===== config.mk =====
export PLATFORM = sky130hd
export DESIGN_NAME = rx_pll_config_lock_loss
export DESIGN_NICKNAME = d
export VERILOG_FILES = /design/src/rx_clk_pkg.sv /design/src/lock_sync_if.sv /design/src/rx_pll_config_lock_loss.sv /design/src/lock_sync.sv
export SDC_FILE = /design/constraint.sdc
export NUM_CORES = 1
export LEC_CHECK = 0
export BUFFER_PORTS_ARGS = -buffer_cell sky130_fd_sc_hd__buf_4
export CORE_ASPECT_RATIO = 1.25
export CORE_MARGIN = 4
export CORE_UTILIZATION = 42
export DETAILED_ROUTE_END_ITERATION = 6
export PLACE_DENSITY = 0.76
export SYNTH_ARGS = -nofsm -noshare
export SYNTH_HDL_FRONTEND = slang
export SYNTH_SLANG_ARGS = --single-unit
export TNS_END_PERCENT = 50

===== constraint.sdc =====
create_clock -name core_clk_i -period 1.4 [get_ports core_clk_i]
set_input_delay 0.07 -clock core_clk_i [delete_from_list [all_inputs] [get_ports core_clk_i]]
set_output_delay 0.07 -clock core_clk_i [all_outputs]
set_load 0.03 [all_outputs]

===== src/rx_clk_pkg.sv =====
package rx_clk_pkg;
  // ----------------------------------------------------------------
  // register indices (byte address is four times the index)
  // ----------------------------------------------------------------
  localparam logic [7:0] lock_ctrl_idx     = 8'h0e;
  localparam logic [7:0] ref_mult_cfg1_idx = 8'h0f;
  localparam logic [7:0] ref_mult_cfg2_idx = 8'h10;
  localparam logic [7:0] ref_mult_cfg3_idx = 8'h11;
  localparam logic [7:0] lock_status_idx   = 8'h20;

  // ----------------------------------------------------------------
  // field positions
  // ----------------------------------------------------------------
  localparam int automute_bit   = 0;
  localparam int clk_mode_bit   = 1;
  localparam int cfg1_pdiv_lsb  = 4;
  localparam int cfg1_jhi_lsb   = 0;
  localparam int cfg2_jlo_lsb   = 6;
  localparam int cfg2_dhi_lsb   = 0;
  localparam int pdiv_w         = 4;
  localparam int int_mult_w     = 6;
  localparam int frac_mult_w    = 14;
  localparam int sync_stages    = 3;

  // ----------------------------------------------------------------
  // reset values
  // ----------------------------------------------------------------
  localparam logic [7:0] lock_ctrl_rst     = 8'h00;
  localparam logic [7:0] ref_mult_cfg1_rst = 8'h00;
  localparam logic [7:0] ref_mult_cfg2_rst = 8'h00;
  localparam logic [7:0] ref_mult_cfg3_rst = 8'h00;
endpackage : rx_clk_pkg


===== src/lock_sync_if.sv =====
`timescale 1ns/1ps
interface lock_sync_if;
  logic decoder_unlock_raw;
  logic loop_unlock_raw;
  logic decoder_unlock;
  logic loop_unlock;

  modport filter (
    input  decoder_unlock_raw,
    input  loop_unlock_raw,
    output decoder_unlock,
    output loop_unlock
  );
  modport user (
    output decoder_unlock_raw,
    output loop_unlock_raw,
    input  decoder_unlock,
    input  loop_unlock
  );
endinterface : lock_sync_if


===== src/rx_pll_config_lock_loss.sv =====
// Behaviour
// - with auto-mute set the receiver audio output is held low during loss of lock, and with it clear (reset) no muting occurs.
// - loss of lock for auto-mute counts only when both the decoder and the recovered-clock loop report it.
// - with clock mode 0 (reset) the recovered clock stops when the recovered-clock loop alone reports loss of lock, with mode 1 it keeps running.
// - the three configuration registers at 0x0f to 0x11 hold the 4-bit pre-divider, 6-bit integer and 14-bit fraction.
// - the third configuration register holds fraction bits 7 down to 0.
`timescale 1ns/1ps
module rx_pll_config_lock_loss (
  // clock and reset
  input  wire logic                               core_clk_i,
  input  wire logic                               rst_i,
  // avalon-mm slave
  input  wire logic [7:0]                         avs_address_i,
  input  wire logic                               avs_read_i,
  input  wire logic                               avs_write_i,
  input  wire logic [31:0]                        avs_writedata_i,
  input  wire logic [3:0]                         avs_byteenable_i,
  output logic      [31:0]                        avs_readdata_o,
  output logic                                    avs_waitrequest_o,
  // lock indications from outside
  input  wire logic                               decoder_unlock_i,
  input  wire logic                               loop_unlock_i,
  // receiver audio path
  input  wire logic                               rx_audio_data_i,
  output logic                                    rx_audio_data_o,
  // recovered clock path
  input  wire logic                               rec_clk_tick_i,
  output logic                                    rec_clk_o,
  // reference multiplier loop settings
  output logic      [rx_clk_pkg::pdiv_w-1:0]      pre_div_o,
  output logic      [rx_clk_pkg::int_mult_w-1:0]  int_mult_o,
  output logic      [rx_clk_pkg::frac_mult_w-1:0] frac_mult_o
);
  import rx_clk_pkg::*;

  typedef struct packed {
    logic                   automute;
    logic                   clk_mode;
    logic [pdiv_w-1:0]      pdiv;
    logic [int_mult_w-1:0]  jmul;
    logic [frac_mult_w-1:0] dmul;
    logic                   ack;
    logic [31:0]            rdata;
    logic                   audio;
    logic                   rclk;
  } top_state_t;

  top_state_t s;
  top_state_t next_s;

  logic       lock_loss;
  logic       mute_on;
  logic       clk_stop;
  logic       req;
  logic [7:0] idx;
  logic [7:0] cfg1_val;
  logic [7:0] cfg2_val;

  lock_sync_if lk ();

  assign lk.decoder_unlock_raw = decoder_unlock_i;
  assign lk.loop_unlock_raw    = loop_unlock_i;

  lock_sync u_lock_sync (
    .core_clk_i (core_clk_i),
    .rst_i      (rst_i),
    .lk         (lk.filter)
  );

  // ----------------------------------------------------------------
  // lock-loss decisions
  // ----------------------------------------------------------------
  assign lock_loss = lk.decoder_unlock & lk.loop_unlock;
  assign mute_on   = s.automute & lock_loss;
  assign clk_stop  = ~s.clk_mode & lk.loop_unlock;

  // ----------------------------------------------------------------
  // register packing
  // ----------------------------------------------------------------
  function automatic logic [7:0] word_index(input logic [7:0] a);
    word_index = {2'h0, a[7:2]};
  endfunction : word_index

  assign idx      = word_index(avs_address_i);
  assign req      = avs_read_i | avs_write_i;
  assign cfg1_val = {s.pdiv, s.jmul[5:2]};
  assign cfg2_val = {s.jmul[1:0], s.dmul[13:8]};

  // ----------------------------------------------------------------
  // next state
  // ----------------------------------------------------------------
  always_comb begin
    next_s       = s;
    next_s.ack   = req & ~s.ack;
    next_s.audio = mute_on ? 1'b0 : rx_audio_data_i;
    next_s.rclk  = clk_stop ? 1'b0 : rec_clk_tick_i;
    if (avs_read_i & ~s.ack) begin
      case (idx)
        lock_ctrl_idx:     next_s.rdata = {30'h0, s.clk_mode, s.automute};
        ref_mult_cfg1_idx: next_s.rdata = {24'h0, cfg1_val};
        ref_mult_cfg2_idx: next_s.rdata = {24'h0, cfg2_val};
        ref_mult_cfg3_idx: next_s.rdata = {24'h0, s.dmul[7:0]};
        lock_status_idx: begin
          next_s.rdata = {27'h0, clk_stop, mute_on, lock_loss,
                          lk.loop_unlock, lk.decoder_unlock};
        end
        default:           next_s.rdata = 32'h0;
      endcase
    end
    if (avs_write_i & s.ack & avs_byteenable_i[0]) begin
      case (idx)
        lock_ctrl_idx: begin
          next_s.automute = avs_writedata_i[automute_bit];
          next_s.clk_mode = avs_writedata_i[clk_mode_bit];
        end
        ref_mult_cfg1_idx: begin
          next_s.pdiv       = avs_writedata_i[cfg1_pdiv_lsb +: pdiv_w];
          next_s.jmul[5:2]  = avs_writedata_i[cfg1_jhi_lsb +: 4];
        end
        ref_mult_cfg2_idx: begin
          next_s.jmul[1:0]  = avs_writedata_i[cfg2_jlo_lsb +: 2];
          next_s.dmul[13:8] = avs_writedata_i[cfg2_dhi_lsb +: 6];
        end
        ref_mult_cfg3_idx: begin
          next_s.dmul[7:0]  = avs_writedata_i[7:0];
        end
        default: begin
          next_s.rdata = s.rdata;
        end
      endcase
    end
  end

  // ----------------------------------------------------------------
  // state register
  // ----------------------------------------------------------------
  always_ff @(posedge core_clk_i) begin
    if (rst_i) begin
      s          <= '0;
      s.automute <= lock_ctrl_rst[automute_bit];
      s.clk_mode <= lock_ctrl_rst[clk_mode_bit];
      s.pdiv     <= ref_mult_cfg1_rst[cfg1_pdiv_lsb +: pdiv_w];
      s.jmul     <= {ref_mult_cfg1_rst[3:0], ref_mult_cfg2_rst[7:6]};
      s.dmul     <= {ref_mult_cfg2_rst[5:0], ref_mult_cfg3_rst};
    end else begin
      s <= next_s;
    end
  end

  // ----------------------------------------------------------------
  // outputs
  // ----------------------------------------------------------------
  assign avs_waitrequest_o = req & ~s.ack;
  assign avs_readdata_o    = s.rdata;
  assign rx_audio_data_o   = s.audio;
  assign rec_clk_o         = s.rclk;
  assign pre_div_o         = s.pdiv;
  assign int_mult_o        = s.jmul;
  assign frac_mult_o       = s.dmul;
endmodule : rx_pll_config_lock_loss


===== src/lock_sync.sv =====
`timescale 1ns/1ps
module lock_sync (
  // clock and reset
  input  wire logic    core_clk_i,
  input  wire logic    rst_i,
  // lock flags
  lock_sync_if.filter  lk
);
  import rx_clk_pkg::*;

  typedef struct packed {
    logic [sync_stages-1:0] dec_sh;
    logic [sync_stages-1:0] loop_sh;
    logic                   dec;
    logic                   loop;
  } sync_state_t;

  sync_state_t s;
  sync_state_t next_s;

  // ----------------------------------------------------------------
  // three-stage capture, change taken when stages two and three agree
  // ----------------------------------------------------------------
  always_comb begin
    next_s = s;
    next_s.dec_sh  = {s.dec_sh[sync_stages-2:0], lk.decoder_unlock_raw};
    next_s.loop_sh = {s.loop_sh[sync_stages-2:0], lk.loop_unlock_raw};
    if (s.dec_sh[1] == s.dec_sh[2]) begin
      next_s.dec = s.dec_sh[2];
    end
    if (s.loop_sh[1] == s.loop_sh[2]) begin
      next_s.loop = s.loop_sh[2];
    end
  end

  always_ff @(posedge core_clk_i) begin
    if (rst_i) begin
      s <= '0;
    end else begin
      s <= next_s;
    end
  end

  assign lk.decoder_unlock = s.dec;
  assign lk.loop_unlock    = s.loop;
endmodule : lock_sync


## After elaboration in Yosys (flattened, before gate mapping)

Cells that the tools add are included.
W data, S select, Z words.

- Register bits: 69
- Logic and storage cells: 44
- Bits of input ports: 52

- Eq/ne operators: 8
- Reduce and logical (&&, ||, !) cells: 7
- Muxes and demuxes: 4
- Bitwise operators: 10

Operators by type and width:

| operator | count |
|---|---|
| $mux W32 | 3 |
| $pmux W8 S5 | 1 |
| $eq A6 B4 Y1 const B | 2 |
| $eq A6 B5 Y1 const B | 2 |
| $reduce_and A2 Y1 | 4 |
| $and A1 B1 Y1 | 7 |
| $eq A6 B6 Y1 const B | 1 |
| $reduce_or A2 Y1 | 2 |
| $reduce_or A4 Y1 | 1 |
| $eq A1 B1 Y1 | 2 |
| $ne A2 B2 Y1 const B | 1 |
| $not A1 Y1 | 2 |
| $or A1 B1 Y1 | 1 |

## Longest topological paths before layout

- Depth in word-level cells: 6
- Depth in mapped cells: 6

## Modules after synthesis

From an unflattened synthesis, not the netlist that was laid out.

- Cells, all modules: 254
- Area, all modules: 2,262.2 µm²

Modules (own cells, without submodules):

| module | area an instance (µm²) | cells each | instances | seq. area each (µm²) |
|---|---|---|---|---|
| rx_pll_config_lock_loss | 2,034.5 | 234 | 1 | 740.7 |
| lock_sync | 227.7 | 20 | 1 | 160.2 |

## Worst setup path after synthesis

OpenSTA, ideal clock, no wires.

- Kind: reg-to-reg
- Start: reg s[34] (netlist name)
- End: reg s, in the netlist frac_mult_o[0]
- Path buffers: 1
- Cell stages (with the launch flop): 6
- Arrival: 1.199 ns
- Path slack: 0.073 ns
- Library setup time: 0.128 ns
- Path through: dfxtp_1 > and3_1 > and4_1 > buf_2 > mux2i_1 > nor2_1

- Word-level cells in the longest chain between the ends: 3

RTL lines:

| item | line | text |
|---|---|---|
| start: declaration | rx_pll_config_lock_loss.sv:48 | `top_state_t s;` |
| start signal: assignment | rx_pll_config_lock_loss.sv:146 | `s <= next_s;` |
| $and A1 B1 Y1 (2 in a row) | rx_pll_config_lock_loss.sv:110 | `if (avs_write_i & s.ack & avs_byteenable_i[0]) begin` |
| $reduce_and A2 Y1 (no line) | -- |  |

Every way passes these cells.
A chain may end at the register's enable or synchronous reset.

## Final worst setup path

- Start: reg s[34] (netlist name)
- End: reg s, in the netlist frac_mult_o[10]

The elaborated chain is that of the path after synthesis.

==> results.md <==
- Required @ worst endpoint: 1.58 ns
- I/O pin cnt: 111
- FMAX: 724 MHz
- Leak: 0.00127 uW
- Post-Syn Area per Cell: 9.09 um2
- Hold slack: 0.0189 ns
- Antenna violations before repair: 0
- Combinational share of power: 11.6%
- H-tree depth: 2
- Dpl hpwl: 3.93 mm
- Clock latency at the later pin of the worst-skew pair: 0.29 ns
- Yosys reg bits: 45
- Core area: 5440 um2
- Share of layout cells above drive strength 1: 32.3%
- Switching share of power: 23.9%
- Layout overhead on the synthesized area: 19.1%
- TNS Setup: 0 ns
- Post-synth EDFFs: 0
- Clk sinks: 45
- Ys async rst share: 0%
- First-pass GRT wire length: 7.87 mm
- Seq/Total Area, Yosys: 38.3%
- ANT nets after route: 0
- Die ar.: 6880 um2
- Finished Layout Cells: 367
- Pins Over Slew Limit: 0
- Synthesized instance count: 259
- # setup viols final: 0
- Aggregate global-route resource usage: 14.7%
- Unrepaired setup endpoints after global routing: yes
- Final core utilization: 51.5%
- Critical Path Fanout Max: 4
- CTS Root Cell: clkbuf_8
- Die Y: 91.7 um
- Max_cap viols: 0
- Prevailing post-synth register cell: dfxtp_1
- Gr ovfl total: 0
- CTS tree: done
- Cell area after layout: 2800 um2
- Die width: 75.0 um
- Minimum clock period: 1.38 ns
- PortBufs: 57
- Yosys warnings: 0
- Count of cell types in the netlist: 40
- Site Rows: 30
- HP Class: in2reg
- Fin crit share: 98.6%
- Mapped Area: 2350 um2
- Worst Setup End Kind: register
- Crit start category: register
- Critical Path AT: 1.56 ns
- VDD IR max: 666 uV
- Flop pwr share: 46.7%
- Clk_skew: 0.00358 ns
- Clk buf depth: 2
- DR WL/cell: 13.8 um
- Post-CTS setup buffer count: 0
- # nets final: 354
- Iter 0 DRT Violations: 94
- Count of final hold-check violations: 0
- Final WL: 5.08 mm
- Power per cell area: 995 nW/um2
- CTS Buf Count: 5
- Initial Util: 43.3%
- Internal power: 2120 uW
- Vias per cell: 4.84
- Vias in the first global route: 1660
- Drc violations: 0
- Outcome: finished clean
- Path type of the worst setup path: reg2reg
- Dpl cells: 355
- RePlAce Congestion: 0.832
- Clock slew at reported path FFs: 0.09 ns
- Ant. Diodes: 0
- Placed Area: 2620 um2
- P_sw: 666 uW
- Largest net degree at the start of global routing: 41
- Vias: 1778
- TritonRoute pass-1 iters: 4
- Clock Power Share: 41.8%
worst paths after layout:
check	from	endpoint	slack, ns	cells after the start
max	s[34]	frac_mult_o[10]	0.02	5
min	avs_writedata_i[7]	pre_div_o[3]	0.02	3
min reg2reg	u_lock_sync.next_s[6]	u_lock_sync.next_s[7]	0.45	1
max reg2reg	s[34]	frac_mult_o[10]	0.02	5
layer usage:
layer  track usage (%)  routed length, um
met2              25.2               2590
met1              17.3               2030
met5                 0                  0
met3              3.18                316
met4              5.64                141
cell families (layout without fill, tap and decap cells):
| family | after synthesis | after routing | share of synthesized area (%) |
|---|---|---|---|
| other cells | 1 | 24 | 0.159 |
| flops | 45 | 45 | 38.3 |
| buf+inv | 72 | 93 | 21.1 |
| compound gates | 27 | 27 | 8.24 |
| mux | 30 | 30 | 12.9 |
| simple gates | 84 | 84 | 19.3 |
cell type report:
| cell class | instances | area, um2 |
|---|---|---|
| clock buffers | 5 | 68.8 |
| clock inverters | 3 | 68.8 |
| fillers | 510 | 2640 |
| inverters | 3 | 11.3 |
| multi-input cells | 165 | 1050 |
| flip-flops and latches | 45 | 902 |
| well taps | 64 | 80.1 |
| repair buffers | 82 | 626 |
cell usage after synthesis, types with 3 or more instances:
master / count / area [um2]
a21o_1: 3 / 22.5
a21oi_1: 3 / 15.0
a311oi_1: 3 / 26.3
a31oi_1: 3 / 18.8
and3_1: 5 / 31.3
buf_2: 5 / 25.0
buf_4: 57 / 428
clkbuf_1: 6 / 22.5
dfxtp_1: 45 / 901
inv_1: 3 / 11.3
mux2_2: 3 / 33.8
mux2i_1: 27 / 270
nand2_1: 11 / 41.3
nand3_1: 13 / 65.1
nor2_1: 32 / 120
nor2b_1: 8 / 50.1
nor3_1: 3 / 15.0
o21ai_0: 4 / 20.0
layout by cell type, fill, tap and decap left out, types with 2 or more instances in the layout:
cell type and instances:
nor3_1 3, nand2_1 11, clkbuf_8 5, mux2i_1 27, bufinv_16 2, inv_1 3, nor2_1 32, o21ai_0 4
dfxtp_1 44, mux2_2 3, nand3_1 13, a211oi_1 2, dlygate4sd3_1 4, nand4_1 2, a311oi_1 3, conb_1 24
a21oi_1 3, nand2b_1 2, a31oi_1 3, a21o_1 3, and3_1 4, nor2b_1 8, buf_4 78
power groups by stage:
stage / logic (uW) / registers (uW) / clock network [uW]
2_1_floorplan: 247 / 1340 / 0
3_3_place_gp: 309 / 1330 / 0
3_5_place_dp: 311 / 1330 / 0
4_1_cts: 320 / 1300 / 1180
5_1_grt: 346 / 1300 / 1250
6_report: 323 / 1300 / 1170
through the flow:
stage	power, uW	setup WS [ns]
4_1_cts	2800	0.00359
5_1_grt	2900	-0.0395
6_report	2790	0.0191
3_3_place_gp	1640	-0.121
3_5_place_dp	1640	-0.128
2_1_floorplan	1580	0.0733
state kept, by name, summed over array words and instances, names as in the netlist:
| name | flops |
|---|---|
| avs_readdata_o | 8 |
| frac_mult_o | 14 |
| int_mult_o | 6 |
| pre_div_o | 4 |
| rec_clk_o | 1 |
| rx_audio_data_o | 1 |
| s | 3 |
| u_lock_sync.lk.decoder_unlock | 1 |
| u_lock_sync.lk.loop_unlock | 1 |
| u_lock_sync.next_s | 4 |
| u_lock_sync.s | 2 |
critical path, cell delays in order (launching register included):
cell	delay, ns
dfxtp_2	0.33
and3_4	0.19
nor4b_4	0.29
buf_4	0.21
mux2i_1	0.19
nor2_1	0.05
repair_timing:
action,in CTS,in global routing
endpoints found under the hold margin,3,1
setup endpoints to repair,8,9
gates resized for setup,2,0
pin swaps,0,1
hold buffers,3,1
(Power assumes the default switching activity.)
